### src/hdl/fps_pkg.sv
// Constants, codes and types for the flash command controller
package fps_pkg;
	localparam int unsigned ADDR_W = 24;
	localparam int unsigned DQ_W   = 16;
	// Pin timing, figures in ns, cycles rounded up at the clock rate
	localparam int unsigned CLK_MHZ   = 100;
	localparam int unsigned T_WE_NS   = 70;
	localparam int unsigned T_RD_NS   = 120;
	localparam int unsigned T_HOLD_NS = 20;
	localparam int unsigned SYNC_CYC  = 2;
	localparam logic [7:0] WE_CYC   = 8'((T_WE_NS * CLK_MHZ + 999) / 1000);
	localparam logic [7:0] RD_CYC   = 8'((T_RD_NS * CLK_MHZ + 999) / 1000 + SYNC_CYC);
	localparam logic [7:0] HOLD_CYC = 8'((T_HOLD_NS * CLK_MHZ + 999) / 1000);
	// Controller operations written to the command register
	localparam logic [3:0] OP_READ_ARRAY = 4'h0;
	localparam logic [3:0] OP_READ_STAT  = 4'h1;
	localparam logic [3:0] OP_CLEAR_STAT = 4'h2;
	localparam logic [3:0] OP_PROGRAM    = 4'h3;
	localparam logic [3:0] OP_ERASE_SUSP = 4'h4;
	localparam logic [3:0] OP_ERASE_RES  = 4'h5;
	localparam logic [3:0] OP_PROG_SUSP  = 4'h6;
	localparam logic [3:0] OP_PROG_RES   = 4'h7;
	localparam logic [3:0] OP_SET_LOCK   = 4'h8;
	localparam logic [3:0] OP_CONFIG     = 4'h9;
	// Flash command bytes
	localparam logic [7:0] FC_PROGRAM     = 8'h40;
	localparam logic [7:0] FC_PROGRAM_ALT = 8'h10;
	localparam logic [7:0] FC_READ_ARRAY  = 8'hFF;
	localparam logic [7:0] FC_READ_STAT   = 8'h70;
	localparam logic [7:0] FC_CLEAR_STAT  = 8'h50;
	localparam logic [7:0] FC_SUSPEND     = 8'hB0;
	localparam logic [7:0] FC_RESUME      = 8'hD0;
	localparam logic [7:0] FC_LOCK_SETUP  = 8'h60;
	localparam logic [7:0] FC_LOCK_CONF   = 8'h01;
	localparam logic [7:0] FC_CONFIG      = 8'hB8;
	// Flash status byte bit positions
	localparam int unsigned SB_READY = 7;
	localparam int unsigned SB_ESUSP = 6;
	localparam int unsigned SB_EFAIL = 5;
	localparam int unsigned SB_PFAIL = 4;
	localparam int unsigned SB_VLOW  = 3;
	localparam int unsigned SB_PSUSP = 2;
	localparam int unsigned SB_LOCKV = 1;
	localparam logic [7:0] SB_FAIL_MASK = 8'h3A;
	localparam logic [7:0] SB_RESET     = 8'h80;
	// APB register offsets
	localparam logic [7:0] OFS_CTRL   = 8'h00;
	localparam logic [7:0] OFS_CMD    = 8'h04;
	localparam logic [7:0] OFS_ADDR   = 8'h08;
	localparam logic [7:0] OFS_DATA   = 8'h0C;
	localparam logic [7:0] OFS_STATUS = 8'h10;
	// Control register fields
	localparam int unsigned CTL_RUN  = 0;
	localparam int unsigned CTL_WP   = 1;
	localparam int unsigned CTL_ALT  = 2;
	localparam logic [2:0] CTL_RESET = 3'h0;
	typedef enum logic [3:0] {
		FPS_P_IDLE = 4'b0001,
		FPS_P_SET  = 4'b0010,
		FPS_P_STB  = 4'b0100,
		FPS_P_HLD  = 4'b1000
	} fps_phase_t;
	typedef enum logic [3:0] {
		FPS_S_IDLE = 4'b0001,
		FPS_S_W1   = 4'b0010,
		FPS_S_W2   = 4'b0100,
		FPS_S_RD   = 4'b1000
	} fps_state_t;
endpackage

### src/hdl/fps_cyc_if.sv
// Request and answer bundle between sequencer and pin cycle engine
`timescale 1ns/10ps
`default_nettype none
interface fps_cyc_if;
	logic                      req;
	logic                      wr;
	logic [fps_pkg::ADDR_W-1:0] addr;
	logic [fps_pkg::DQ_W-1:0]   wdata;
	logic                      done;
	logic [fps_pkg::DQ_W-1:0]   rdata;
	modport ctrl (output req, output wr, output addr, output wdata, input done, input rdata);
	modport cyc (input req, input wr, input addr, input wdata, output done, output rdata);
endinterface
`default_nettype wire

### src/hdl/fps_flash_cycle.sv
// One flash bus cycle: chip select, write or output strobe, hold
`timescale 1ns/10ps
`default_nettype none
module fps_flash_cycle (
	input  wire logic                       clk,
	input  wire logic                       resetn,
	fps_cyc_if.cyc                          bus,
	output var  logic [fps_pkg::ADDR_W-1:0] flash_addr_q,
	output var  logic [fps_pkg::DQ_W-1:0]   flash_dq_o_q,
	output var  logic                       flash_dq_oe_q,
	input  wire logic [fps_pkg::DQ_W-1:0]   flash_dq_i,
	output var  logic                       flash_ce_n_q,
	output var  logic                       flash_we_n_q,
	output var  logic                       flash_oe_n_q
);
	fps_pkg::fps_phase_t        phase_q;
	logic [7:0]                 cnt_q;
	logic                       wr_q;
	logic                       done_q;
	logic [fps_pkg::DQ_W-1:0]   dq_s1_q;
	logic [fps_pkg::DQ_W-1:0]   dq_s2_q;
	logic [fps_pkg::DQ_W-1:0]   rdata_q;
	logic                       last;

	assign last      = (cnt_q == 8'h01);
	assign bus.done  = done_q;
	assign bus.rdata = rdata_q;

	// Data pins are asynchronous; read strobe covers the two sync stages
	always_ff @(posedge clk)
	begin
		dq_s1_q <= flash_dq_i;
		dq_s2_q <= dq_s1_q;
	end

	// Phase sequencer; a request seen with done high is the old one, so ignored
	always_ff @(posedge clk)
	begin
		if (!resetn)
		begin
			phase_q <= fps_pkg::FPS_P_IDLE;
			cnt_q   <= 8'h00;
			wr_q    <= 1'b0;
			done_q  <= 1'b0;
		end
		else
		begin
			done_q <= (phase_q == fps_pkg::FPS_P_HLD) && last;
			case (phase_q)
				fps_pkg::FPS_P_IDLE:
					if (bus.req && !done_q)
					begin
						phase_q <= fps_pkg::FPS_P_SET;
						wr_q    <= bus.wr;
					end
				fps_pkg::FPS_P_SET:
				begin
					phase_q <= fps_pkg::FPS_P_STB;
					cnt_q   <= wr_q ? fps_pkg::WE_CYC : fps_pkg::RD_CYC;
				end
				fps_pkg::FPS_P_STB:
					if (last)
					begin
						phase_q <= fps_pkg::FPS_P_HLD;
						cnt_q   <= fps_pkg::HOLD_CYC;
					end
					else
						cnt_q <= cnt_q - 8'h01;
				fps_pkg::FPS_P_HLD:
					if (last)
						phase_q <= fps_pkg::FPS_P_IDLE;
					else
						cnt_q <= cnt_q - 8'h01;
				default:
					phase_q <= fps_pkg::FPS_P_IDLE;
			endcase
		end
	end

	// Pin drive; the flash latches address and data on the rising write strobe
	always_ff @(posedge clk)
	begin
		if (!resetn)
		begin
			flash_addr_q  <= '0;
			flash_dq_o_q  <= '0;
			flash_dq_oe_q <= 1'b0;
			flash_ce_n_q  <= 1'b1;
			flash_we_n_q  <= 1'b1;
			flash_oe_n_q  <= 1'b1;
			rdata_q       <= '0;
		end
		else
		begin
			if (phase_q == fps_pkg::FPS_P_IDLE && bus.req && !done_q)
			begin
				flash_addr_q  <= bus.addr;
				flash_dq_o_q  <= bus.wdata;
				flash_dq_oe_q <= bus.wr;
				flash_ce_n_q  <= 1'b0;
			end
			if (phase_q == fps_pkg::FPS_P_SET)
			begin
				flash_we_n_q <= !wr_q;
				flash_oe_n_q <= wr_q;
			end
			if (phase_q == fps_pkg::FPS_P_STB && last)
			begin
				flash_we_n_q <= 1'b1;
				flash_oe_n_q <= 1'b1;
				if (!wr_q)
					rdata_q <= dq_s2_q;
			end
			if (phase_q == fps_pkg::FPS_P_HLD && last)
			begin
				flash_ce_n_q  <= 1'b1;
				flash_dq_oe_q <= 1'b0;
			end
		end
	end
endmodule
`default_nettype wire

### src/hdl/fps_pin_watch.sv
// Status pin watcher: synchroniser, level and pulse counter
`timescale 1ns/10ps
`default_nettype none
module fps_pin_watch (
	input  wire logic       clk,
	input  wire logic       resetn,
	input  wire logic       status_output_pin,
	input  wire logic       pulse_mode,
	output var  logic       level_q,
	output var  logic [7:0] pulse_cnt_q
);
	logic s1_q;
	logic prev_q;

	// Two stages before use; level_q is the second stage
	always_ff @(posedge clk)
	begin
		if (!resetn)
		begin
			s1_q    <= 1'b1;
			level_q <= 1'b1;
		end
		else
		begin
			s1_q    <= status_output_pin;
			level_q <= s1_q;
		end
	end

	// Count low pulses only in pulse mode, where each marks one completion
	// Edge taken after the second stage; the first may still be settling
	always_ff @(posedge clk)
	begin
		if (!resetn)
		begin
			prev_q      <= 1'b1;
			pulse_cnt_q <= 8'h00;
		end
		else
		begin
			prev_q <= level_q;
			if (pulse_mode && prev_q && !level_q)
				pulse_cnt_q <= pulse_cnt_q + 8'h01;
		end
	end
endmodule
`default_nettype wire

### src/hdl/fps_ctrl.sv
// Flash command controller top: APB registers and command sequencer
//
// Added by the designer: the APB register port and the address map.
`timescale 1ns/10ps
`default_nettype none
module fps_ctrl (
	input  wire logic                       clk,
	input  wire logic                       resetn,
	input  wire logic                       psel,
	input  wire logic                       penable,
	input  wire logic                       pwrite,
	input  wire logic [7:0]                 paddr,
	input  wire logic [31:0]                pwdata,
	output var  logic [31:0]                prdata,
	output var  logic                       pready,
	output var  logic                       pslverr,
	output var  logic [fps_pkg::ADDR_W-1:0] flash_addr,
	output var  logic [fps_pkg::DQ_W-1:0]   flash_dq_o,
	output var  logic                       flash_dq_oe,
	input  wire logic [fps_pkg::DQ_W-1:0]   flash_dq_i,
	output var  logic                       flash_ce_n,
	output var  logic                       flash_we_n,
	output var  logic                       flash_oe_n,
	output var  logic                       reset_powerdown_pin_n,
	output var  logic                       write_protect_pin,
	input  wire logic                       status_output_pin
);
	fps_cyc_if cyc ();

	fps_pkg::fps_state_t        state_q;
	logic [2:0]                 ctrl_q;
	logic [fps_pkg::ADDR_W-1:0] addr_q;
	logic [fps_pkg::DQ_W-1:0]   data_q;
	logic [fps_pkg::DQ_W-1:0]   rdata_q;
	logic [7:0]                 sr_q;
	logic [3:0]                 op_q;
	logic                       refused_q;
	logic [1:0]                 config_q;
	logic                       has2_q;
	logic                       rd_q;
	logic                       poll_q;
	logic                       stat_q;
	logic [fps_pkg::DQ_W-1:0]   w2_q;
	logic                       req_q;
	logic                       wr_q;
	logic [fps_pkg::DQ_W-1:0]   wdata_q;
	logic                       pin_level;
	logic [7:0]                 pulse_cnt;
	logic                       acc;
	logic                       cmd_wr;
	logic                       ok;
	logic                       mapped;
	logic [3:0]                 new_op;

	// Host-side gate on what the flash may be sent now
	function automatic logic fps_allowed(input logic [3:0] op, input logic [7:0] sr);
		logic res;
		res = 1'b1;
		if (sr[fps_pkg::SB_PSUSP])
			res = (op == fps_pkg::OP_READ_ARRAY) || (op == fps_pkg::OP_READ_STAT) ||
				(op == fps_pkg::OP_PROG_RES);
		else if (sr[fps_pkg::SB_ESUSP])
			res = (op == fps_pkg::OP_READ_ARRAY) || (op == fps_pkg::OP_PROGRAM) ||
				(op == fps_pkg::OP_PROG_SUSP) || (op == fps_pkg::OP_READ_STAT) ||
				(op == fps_pkg::OP_ERASE_RES);
		else if (op == fps_pkg::OP_CONFIG)
			res = sr[fps_pkg::SB_READY];
		else if (op > fps_pkg::OP_CONFIG)
			res = 1'b0;
		return res;
	endfunction

	assign acc    = psel && penable && pready;
	assign cmd_wr = acc && pwrite && (paddr == fps_pkg::OFS_CMD);
	assign new_op = pwdata[3:0];
	assign ok     = (state_q == fps_pkg::FPS_S_IDLE) && fps_allowed(new_op, sr_q) &&
		ctrl_q[fps_pkg::CTL_RUN];
	assign mapped = (paddr == fps_pkg::OFS_CTRL) || (paddr == fps_pkg::OFS_CMD) ||
		(paddr == fps_pkg::OFS_ADDR) || (paddr == fps_pkg::OFS_DATA) ||
		(paddr == fps_pkg::OFS_STATUS);

	assign cyc.req   = req_q;
	assign cyc.wr    = wr_q;
	assign cyc.addr  = addr_q;
	assign cyc.wdata = wdata_q;

	// APB slave: ready in the first access cycle, read data loaded at setup
	always_ff @(posedge clk)
	begin
		if (!resetn)
		begin
			pready  <= 1'b0;
			pslverr <= 1'b0;
			prdata  <= 32'h0000_0000;
		end
		else
		begin
			pready  <= psel && !penable;
			pslverr <= psel && !penable && !mapped;
			if (psel && !penable)
			begin
				case (paddr)
					fps_pkg::OFS_CTRL:   prdata <= {29'h0, ctrl_q};
					fps_pkg::OFS_CMD:    prdata <= {26'h0, state_q != fps_pkg::FPS_S_IDLE,
						refused_q, op_q};
					fps_pkg::OFS_ADDR:   prdata <= {8'h00, addr_q};
					fps_pkg::OFS_DATA:   prdata <= {rdata_q, data_q};
					fps_pkg::OFS_STATUS: prdata <= {13'h0, config_q, pulse_cnt,
						pin_level, sr_q};
					default:             prdata <= 32'h0000_0000;
				endcase
			end
		end
	end

	// Software-written registers
	always_ff @(posedge clk)
	begin
		if (!resetn)
		begin
			ctrl_q <= fps_pkg::CTL_RESET;
			addr_q <= '0;
			data_q <= '0;
		end
		else if (acc && pwrite)
		begin
			if (paddr == fps_pkg::OFS_CTRL)
				ctrl_q <= pwdata[2:0];
			if (paddr == fps_pkg::OFS_ADDR && state_q == fps_pkg::FPS_S_IDLE)
				addr_q <= pwdata[fps_pkg::ADDR_W-1:0];
			if (paddr == fps_pkg::OFS_DATA && state_q == fps_pkg::FPS_S_IDLE)
				data_q <= pwdata[fps_pkg::DQ_W-1:0];
		end
	end

	// Pin levels for reset/power-down and write protect come from flops
	always_ff @(posedge clk)
	begin
		if (!resetn)
		begin
			reset_powerdown_pin_n <= 1'b0;
			write_protect_pin     <= 1'b0;
		end
		else
		begin
			reset_powerdown_pin_n <= ctrl_q[fps_pkg::CTL_RUN];
			write_protect_pin     <= ctrl_q[fps_pkg::CTL_WP];
		end
	end

	// Mirror of the status pin mode; power-down drops it back to level mode
	// A code with reserved bits set leaves the flash's mode alone, so the mirror too
	always_ff @(posedge clk)
	begin
		if (!resetn || !ctrl_q[fps_pkg::CTL_RUN])
			config_q <= 2'b00;
		else if (cmd_wr && ok && new_op == fps_pkg::OP_CONFIG && data_q[7:2] == 6'h00)
			config_q <= data_q[1:0];
	end

	// Last command word and whether it was turned away
	always_ff @(posedge clk)
	begin
		if (!resetn)
		begin
			op_q      <= fps_pkg::OP_READ_ARRAY;
			refused_q <= 1'b0;
		end
		else if (cmd_wr)
		begin
			op_q      <= new_op;
			refused_q <= !ok;
		end
	end

	// Sequencer: first write, optional second write, then optional read or status poll
	always_ff @(posedge clk)
	begin
		if (!resetn)
		begin
			state_q <= fps_pkg::FPS_S_IDLE;
			req_q   <= 1'b0;
			wr_q    <= 1'b0;
			wdata_q <= '0;
			has2_q  <= 1'b0;
			rd_q    <= 1'b0;
			poll_q  <= 1'b0;
			stat_q  <= 1'b0;
			w2_q    <= '0;
		end
		else
		begin
			case (state_q)
				fps_pkg::FPS_S_IDLE:
					if (cmd_wr && ok)
					begin
						state_q <= fps_pkg::FPS_S_W1;
						req_q   <= 1'b1;
						wr_q    <= 1'b1;
						has2_q  <= 1'b0;
						rd_q    <= 1'b1;
						poll_q  <= 1'b0;
						stat_q  <= 1'b1;
						w2_q    <= data_q;
						case (new_op)
							fps_pkg::OP_READ_ARRAY:
							begin
								wdata_q <= {8'h00, fps_pkg::FC_READ_ARRAY};
								stat_q  <= 1'b0;
							end
							fps_pkg::OP_READ_STAT:
								wdata_q <= {8'h00, fps_pkg::FC_READ_STAT};
							fps_pkg::OP_CLEAR_STAT:
							begin
								wdata_q <= {8'h00, fps_pkg::FC_CLEAR_STAT};
								rd_q    <= 1'b0;
							end
							fps_pkg::OP_PROGRAM:
							begin
								wdata_q <= {8'h00, ctrl_q[fps_pkg::CTL_ALT] ?
									fps_pkg::FC_PROGRAM_ALT : fps_pkg::FC_PROGRAM};
								has2_q  <= 1'b1;
								poll_q  <= 1'b1;
							end
							fps_pkg::OP_ERASE_SUSP, fps_pkg::OP_PROG_SUSP:
							begin
								wdata_q <= {8'h00, fps_pkg::FC_SUSPEND};
								poll_q  <= 1'b1;
							end
							fps_pkg::OP_ERASE_RES, fps_pkg::OP_PROG_RES:
								wdata_q <= {8'h00, fps_pkg::FC_RESUME};
							fps_pkg::OP_SET_LOCK:
							begin
								wdata_q <= {8'h00, fps_pkg::FC_LOCK_SETUP};
								w2_q    <= {8'h00, fps_pkg::FC_LOCK_CONF};
								has2_q  <= 1'b1;
								poll_q  <= 1'b1;
							end
							fps_pkg::OP_CONFIG:
							begin
								wdata_q <= {8'h00, fps_pkg::FC_CONFIG};
								w2_q    <= {8'h00, data_q[7:0]};
								has2_q  <= 1'b1;
								rd_q    <= 1'b0;
							end
							default:
								wdata_q <= {8'h00, fps_pkg::FC_READ_STAT};
						endcase
					end
				fps_pkg::FPS_S_W1:
					if (cyc.done)
					begin
						if (has2_q)
						begin
							state_q <= fps_pkg::FPS_S_W2; // same address for the confirm
							wdata_q <= w2_q;
						end
						else if (rd_q)
						begin
							state_q <= fps_pkg::FPS_S_RD;
							wr_q    <= 1'b0;
						end
						else
						begin
							state_q <= fps_pkg::FPS_S_IDLE;
							req_q   <= 1'b0;
						end
					end
				fps_pkg::FPS_S_W2:
					if (cyc.done)
					begin
						if (rd_q)
						begin
							state_q <= fps_pkg::FPS_S_RD;
							wr_q    <= 1'b0;
						end
						else
						begin
							state_q <= fps_pkg::FPS_S_IDLE;
							req_q   <= 1'b0;
						end
					end
				fps_pkg::FPS_S_RD:
					// Polling has no cycle limit; a dead flash leaves busy set
					if (cyc.done && !(poll_q && !cyc.rdata[fps_pkg::SB_READY]))
					begin
						state_q <= fps_pkg::FPS_S_IDLE;
						req_q   <= 1'b0;
					end
				default:
				begin
					state_q <= fps_pkg::FPS_S_IDLE;
					req_q   <= 1'b0;
				end
			endcase
		end
	end

	// Read capture; while busy only the ready bit of a status read is trusted
	always_ff @(posedge clk)
	begin
		if (!resetn)
		begin
			rdata_q <= '0;
			sr_q    <= fps_pkg::SB_RESET;
		end
		else if (state_q == fps_pkg::FPS_S_W1 && cyc.done && op_q == fps_pkg::OP_CLEAR_STAT)
			sr_q <= sr_q & ~fps_pkg::SB_FAIL_MASK;
		else if (state_q == fps_pkg::FPS_S_RD && cyc.done)
		begin
			rdata_q <= cyc.rdata;
			if (stat_q && cyc.rdata[fps_pkg::SB_READY])
				sr_q <= cyc.rdata[7:0];
			else if (stat_q)
				sr_q[fps_pkg::SB_READY] <= 1'b0;
		end
	end

	fps_flash_cycle u_cycle (
		.clk           (clk),
		.resetn        (resetn),
		.bus           (cyc.cyc),
		.flash_addr_q  (flash_addr),
		.flash_dq_o_q  (flash_dq_o),
		.flash_dq_oe_q (flash_dq_oe),
		.flash_dq_i    (flash_dq_i),
		.flash_ce_n_q  (flash_ce_n),
		.flash_we_n_q  (flash_we_n),
		.flash_oe_n_q  (flash_oe_n)
	);

	fps_pin_watch u_pin (
		.clk               (clk),
		.resetn            (resetn),
		.status_output_pin (status_output_pin),
		.pulse_mode        (config_q != 2'b00),
		.level_q           (pin_level),
		.pulse_cnt_q       (pulse_cnt)
	);
endmodule
`default_nettype wire

### config.mk
export PLATFORM = sky130hd
export DESIGN_NAME = fps_ctrl
export DESIGN_NICKNAME = d
export VERILOG_FILES = /design/src/hdl/fps_pkg.sv /design/src/hdl/fps_cyc_if.sv /design/src/hdl/fps_flash_cycle.sv /design/src/hdl/fps_pin_watch.sv /design/src/hdl/fps_ctrl.sv
export SDC_FILE = /design/constraint.sdc
export NUM_CORES = 1
export LEC_CHECK = 0
export ABC_AREA = 1
export ABC_CLOCK_PERIOD_IN_PS = 2260
export BUFFER_PORTS_ARGS = -buffer_cell sky130_fd_sc_hd__buf_2
export CORE_MARGIN = 2
export CORE_UTILIZATION = 40
export CTS_CLUSTER_DIAMETER = 80
export CTS_CLUSTER_SIZE = 28
export DETAILED_ROUTE_END_ITERATION = 7
export GPL_TIMING_DRIVEN = 1
export PLACE_DENSITY = 0.6
export SLEW_MARGIN = 20
export SYNTH_ARGS = -nofsm -noshare
export SYNTH_HDL_FRONTEND = slang
export SYNTH_SLANG_ARGS = --single-unit
### constraint.sdc
create_clock -name clk -period 2.26 [get_ports clk]
set_input_delay 0.452 -clock clk [delete_from_list [all_inputs] [get_ports clk]]
set_output_delay 0.452 -clock clk [all_outputs]
set_load 0.05 [all_outputs]
# After elaboration in Yosys (flattened, before gate mapping)
# Cells that the tools add are included.
dict set report classes {
  n_addsub 2
  mul 0
  div 0
  order_cmp 1
  eq_ne 34
  shifts 0
  n_mux 45
  bitwise_logic 3
  n_reduce_logical 79
}
# cell count
set ops {}
lappend ops {{32-bit case mux with 5 select lines} 1}
lappend ops {{16-bit case mux with 2 select lines} 2}
lappend ops {{8-bit case mux with 7 select lines} 1}
lappend ops {{16-bit two-way mux} 3}
lappend ops {{4-bit two-way mux} 10}
lappend ops {{4-bit case mux with 4 select lines} 2}
lappend ops {{1-bit logical AND} 26}
lappend ops {{4-bit by 3-bit == test with 1-bit output, second input constant} 6}
lappend ops {{8-bit case mux with 3 select lines} 1}
lappend ops {{4-bit by 2-bit == test with 1-bit output, second input constant} 5}
lappend ops {{1-bit two-way mux} 20}
lappend ops {{2-bit AND reduction} 9}
lappend ops {{4-bit == test, second input constant} 4}
lappend ops {{8-bit by 4-bit == test with 1-bit output, second input constant} 2}
lappend ops {{8-bit two-way mux} 2}
lappend ops {{4-bit by 1-bit == test with 1-bit output, second input constant} 3}
lappend ops {{2-bit by 1-bit inequality test with 1-bit output, second input constant} 6}
lappend ops {{2-bit OR reduction} 6}
lappend ops {{1-bit logical OR} 11}
lappend ops {{1-bit logical NOT} 10}
lappend ops {{5-bit AND reduction} 2}
lappend ops {{3-bit AND reduction} 3}
lappend ops {{8-bit by 1-bit adder with 8-bit output, second input constant} 1}
lappend ops {{8-bit by 1-bit == test with 1-bit output, second input constant} 1}
lappend ops {{other kinds (18)} 27}
dict set report word_totals {
  register_bits 269
  latch_bits 0
  ram_bits 0
  rom_bits 0
  in_bits 62
  word_cells 205
  memories 0
}

# Longest topological paths before layout
dict set report logic_depth {
  word_depth 12
  ltp_mapped 14
  ltp_nobuf 13
}

# By module
# From an unflattened synthesis, not the netlist that was laid out.
dict set report hier_totals {
  cells_unflattened 1369
  area_unflattened_um2 10426.2
}
# module instances cells_per_inst area_per_inst_um2 seq_area_each_um2
set modules_own_cells {}
lappend modules_own_cells {fps_ctrl 1 885 6392.4 3042.9}
lappend modules_own_cells {fps_flash_cycle 1 409 3518.4 2122.0}
lappend modules_own_cells {fps_pin_watch 1 75 515.5 220.2}

# Worst setup path before layout
# OpenSTA, ideal clock, no wires.
dict set report synth_timing {
  kind {register to register}
  from {register pready}
  to {register wdata_q (netlist bit cyc.wdata[6])}
  setup_ns 0.113
  arrival_ns 1.774
  required_ns 2.147
  slack_ns 0.373
  path_stages_with_launch 11
  n_path_buf 1
  path_cell_list {dfxtp_1 > nand4_1 > nor2_2 > nand3_1 > nor2_2 > nand2_4 > nand2_8 > nand3_4 > buf_6 > nor2_1 > nor2_1}
}
dict set report synth_via {
  elab_chain_cells 6
}
# element line
set synth_lines {}
lappend synth_lines {{start: declaration} fps_ctrl.sv:15} ;# output var logic pready,
lappend synth_lines {{start signal: assignment} fps_ctrl.sv:98} ;# pready <= psel && !penable;
lappend synth_lines {{1-bit logical AND} fps_ctrl.sv:73} ;# assign acc = psel && penable && pready;
lappend synth_lines {{1-bit logical AND (2 in a row)} fps_ctrl.sv:74} ;# assign cmd_wr = acc && pwrite && (paddr == fps_pkg::OFS_CMD);
lappend synth_lines {{1-bit logical AND} fps_ctrl.sv:195} ;# if (cmd_wr && ok)
lappend synth_lines {{2-bit by 1-bit inequality test with 1-bit output (no line)} --}
lappend synth_lines {{4-bit AND reduction (no line)} --}
lappend synth_lines {{end signal: assignment} fps_ctrl.sv:208} ;# wdata_q <= {8'h00, fps_pkg::FC_READ_ARRAY};
lappend synth_lines {{end signal: assignment} fps_ctrl.sv:212} ;# wdata_q <= {8'h00, fps_pkg::FC_READ_STAT};
lappend synth_lines {{end signal: assignment} fps_ctrl.sv:215} ;# wdata_q <= {8'h00, fps_pkg::FC_CLEAR_STAT};
lappend synth_lines {{end: declaration} fps_ctrl.sv:46} ;# logic [fps_pkg::DQ_W-1:0] wdata_q;
# Every way passes these cells.
# A chain may end at the register's enable or synchronous reset.

# Final worst setup path
dict set report layout_timing {
  from {register u_cycle.cnt_q[1]}
  to {register u_cycle.cnt_q[7]}
}
dict set report layout_via {
  elab_chain_cells 3
}
# element line
set layout_lines {}
lappend layout_lines {{start: declaration} fps_flash_cycle.sv:17} ;# logic [7:0] cnt_q;
lappend layout_lines {{start signal: assignment} fps_flash_cycle.sv:59} ;# cnt_q <= wr_q ? fps_pkg::WE_CYC : fps_pkg::RD_CYC;
lappend layout_lines {{start signal: assignment} fps_flash_cycle.sv:65} ;# cnt_q <= fps_pkg::HOLD_CYC;
lappend layout_lines {{start signal: assignment} fps_flash_cycle.sv:68} ;# cnt_q <= cnt_q - 8'h01;
lappend layout_lines {{8-bit by 1-bit subtractor with 8-bit output / 8-bit by 1-bit == test with 1-bit output (equally long branches)} {fps_flash_cycle.sv:68, fps_flash_cycle.sv:73, fps_flash_cycle.sv:25}}
lappend layout_lines {{8-bit two-way mux, or another cell as far along} fps_flash_cycle.sv:70} ;# if (last)
lappend layout_lines {{8-bit case mux with 3 select lines / 2-bit AND reduction (equally long branches)} --}
# Several ways; a longest one is shown, not always the timed one. The select of a mux whose other input is x is not followed.

==> flow_summary.toml <==
[power_and_ir_drop]
combinationalPowerShare_pct = 19.8
power_w = 0.0101
leakage_nw = 4.88
clockPowerShare_pct = 29.3
power_frac_seq_pct = 50.9
power_density_mw_per_mm2 = 858
p_sw_w = 0.00316
vdd_drop_max_v = 0.000725
switching_share_pct = 31.4
internal_power_w = 0.00692

[floorplanning]
core_mm2 = 0.0251
rows = 58
start_util_pct = 40.6
die_height_um = 164
die_w_um = 164
io_pins = 142
dieArea_mm2 = 0.0268

[placed_design]
placed_cells = 1761
port_buffers = 133
hpwl_mm = 18.5
gp_congestion = 0.890
dp_slack_ps = 141

[synthesis]
netlist_top_cells_area = "dfxtp_1, nand2_1, a21oi_1"
syn_inst = 1334
ys_seq_elements = 269
synth_area_per_cell_um2 = 7.64
synth_ff_type = "dfxtp_1"
synth_warnings = 0
yosysTopAreaCell = "dfxtp_1"
synthMuxAreaShare_pct = 0
ys_async_sr_fraction_pct = 0
synthAdderAreaFrac_pct = 0.368
yosys.cell_count.top_type = "nand2_1"
synth_xor_xnor_area_share_pct = 0.430
ys_types = 41
synth_common_cells = "nand2_1, dfxtp_1, a21oi_1, nor2_1, o21ai_0"
syn_area_mm2 = 0.0102
synth_edf_count = 0
synth-simple-area-share_pct = 22.9
synth_top_area_share_pct = 52.8
synth_top_family_by_area = "simple AND/OR/NAND/NOR gates"
ys_seq_area_share_pct = 52.8
synth_compound_area_share_pct = 16.2
synthesis.nets = 1399

[timing]
clock.fmax_ghz = 0.508
fin_worst_skew_ps = 28.5
finalHoldViolCount = 0
worst_pin_slew_ps = 694
timing.final.crit_period_ps = 1970
setup_tns_ps = 0
slew-limit-headroom_pct = 53.7
setup_ws_ps = 293
min_period_over_period_pct = 87.1
finalMaxSlewViolations = 0
finalSetupViolCount = 0
rsz0062_at_grt = "false"

[clocking]
cts-buffers-inserted = 15
clk_pin_slew_ps = 100
post_cts_buffers = 0
cts_resized = 0
clock_latency_ps = 500
cts_tree = "built"
ctsHoldBuffers = 0
htreeDepth = 1
root_buffer = "clkbuf_16"
cts_max_path_buffers = 3
cts_num_sinks = 269

[worst_setup_path]
r2r_start = "u_cycle.cnt_q[1]"
worst_setup_path_end_kind = "register"
required_ps = 2620
path_max_fanout = 6
r2r_slack_ps = 290
crit_arrival_ps = 2320
worstSetupStartpointType = "register"
crit_type = "register to register"
reg2reg_depth = 9
timing.rr.end = "u_cycle.cnt_q[7]"

[finish]
postLayoutCoreUtil_pct = 46.8
antenna_cells = 0
layout.cells.non_filler = 1783
final_layout_size_suffix_gt1_share_pct = 14.7
fin_nets = 1513
area_growth_pct = 15.3

[global_routing]
grt_pass1_wl_mm = 41.7
grt_pass1_vias = 8274
grt_max_degree = 58
antenna_found_initial = 0
gr-total-overflow = 0
grt_usage_pct = 19.0

[drt]
postRouteAntennaNets = 0
drc = 0
routedWlPerCell_um = 14.6
first_pass_iters = 6
totalWireLength_mm = 26.1
drt_iter0_markers = 657
route.vias.total = 8915
viasPerCell = 5.00

[flow_run]
cap_viol_max_count = 0

[hold_path]
holdPathStages = 1
hold_path.startpoint = "flash_dq_i[0]"
holdPathEnd = "u_cycle.dq_s1_q[0]"
hp-class = "input pin to register"

[run_status]
status = "completed"
cells by family (layout without fill, tap and decap cells):
family | Yosys count | after routing
simple gates | 558 | 558
compound gates | 313 | 313
flops | 269 | 269
buf+inv | 186 | 305
xor+xnor | 5 | 5
fa+ha+maj | 3 | 3
worst max path at each step:
| stage | from | endpoint | slack, ps | cells past startpoint |
|---|---|---|---|---|
| floorplan | pready | cyc.wdata[6] | 370 | 10 |
| global placement | paddr[5] | cyc.wdata[6] | 190 | 11 |
| detailed placement | paddr[5] | cyc.wdata[12] | 140 | 11 |
| CTS | state_q[0] | sr_q[5] | 270 | 7 |
| global route | u_cycle.cnt_q[1] | u_cycle.cnt_q[5] | 60 | 9 |
| finish | u_cycle.cnt_q[1] | u_cycle.cnt_q[7] | 290 | 9 |
per-stage QoR:
| stage | hold WS (ps) | instance area, um2 |
|---|---|---|
| 4_1_cts | 27.7 | 11700 |
| 3_5_place_dp | 312 | 11300 |
| 2_1_floorplan | 310 | 10200 |
| 3_3_place_gp | 311 | 11300 |
| 5_1_grt | 26.6 | 11800 |
| 6_report | 45.9 | 11800 |
flip-flops by register name (all words and copies together), names as in the netlist, 2 cells and up:
name,cells
u_pin.pulse_cnt_q,8
prdata,32
u_cycle.phase_q,4
u_cycle.bus.rdata,16
u_cycle.dq_s1_q,16
config_q,2
u_cycle.dq_s2_q,16
op_q,4
u_cycle.flash_dq_o_q,16
u_cycle.flash_addr_q,24
data_q,16
state_q,4
u_cycle.cnt_q,8
rdata_q,16
cyc.wdata,16
addr_q,24
ctrl_q,3
sr_q,8
w2_q,16
layer usage:
| metal | global-route usage, % | routed length, um |
|---|---|---|
| met3 | 2.29 | 1060 |
| met1 | 26.4 | 12400 |
| met4 | 4.47 | 502 |
| met2 | 31.6 | 12100 |
| met5 | 0 | 0 |
final cells by class:
cell class | count | area [um2]
timing repair buffer | 165 | 971
multi-input combinational | 879 | 4080
inverter | 118 | 443
tap | 330 | 413
clock inverter | 5 | 65.1
sequential | 269 | 5390
fill | 2624 | 13400
clock buffer | 17 | 403
cell usage in the layout, fill, tap and decap left out, drive strengths merged, types with 5 or more instances in the layout:
cell type	instances
o221ai	6
dfxtp	269
nand3	60
clkinv	7
buf	165
o22ai	12
a21oi	157
o211ai	6
nor2	153
inv	115
nand4	16
nor3	8
nand2	309
clkbuf	17
nor4	5
o21ai	121
power groups by stage:
stage	Sequential [W]	Combinational (W)	Clock (W)
floorplan	0.00563	0.00113	0
global placement	0.00524	0.00199	0
detailed placement	0.00524	0.00200	0
CTS	0.00513	0.00201	0.00306
global route	0.00517	0.00224	0.00322
finish	0.00513	0.00199	0.00296
critical path: stages, from the launching register on:
cell,delay [ps]
dfxtp_1,320
inv_1,80
ha_1,180
nor3b_1,130
nand2_1,200
inv_1,110
nand2_2,110
nand2_1,160
o21ai_0,440
nor2_1,100
Note: power is estimated with default switching activity, not from simulation.
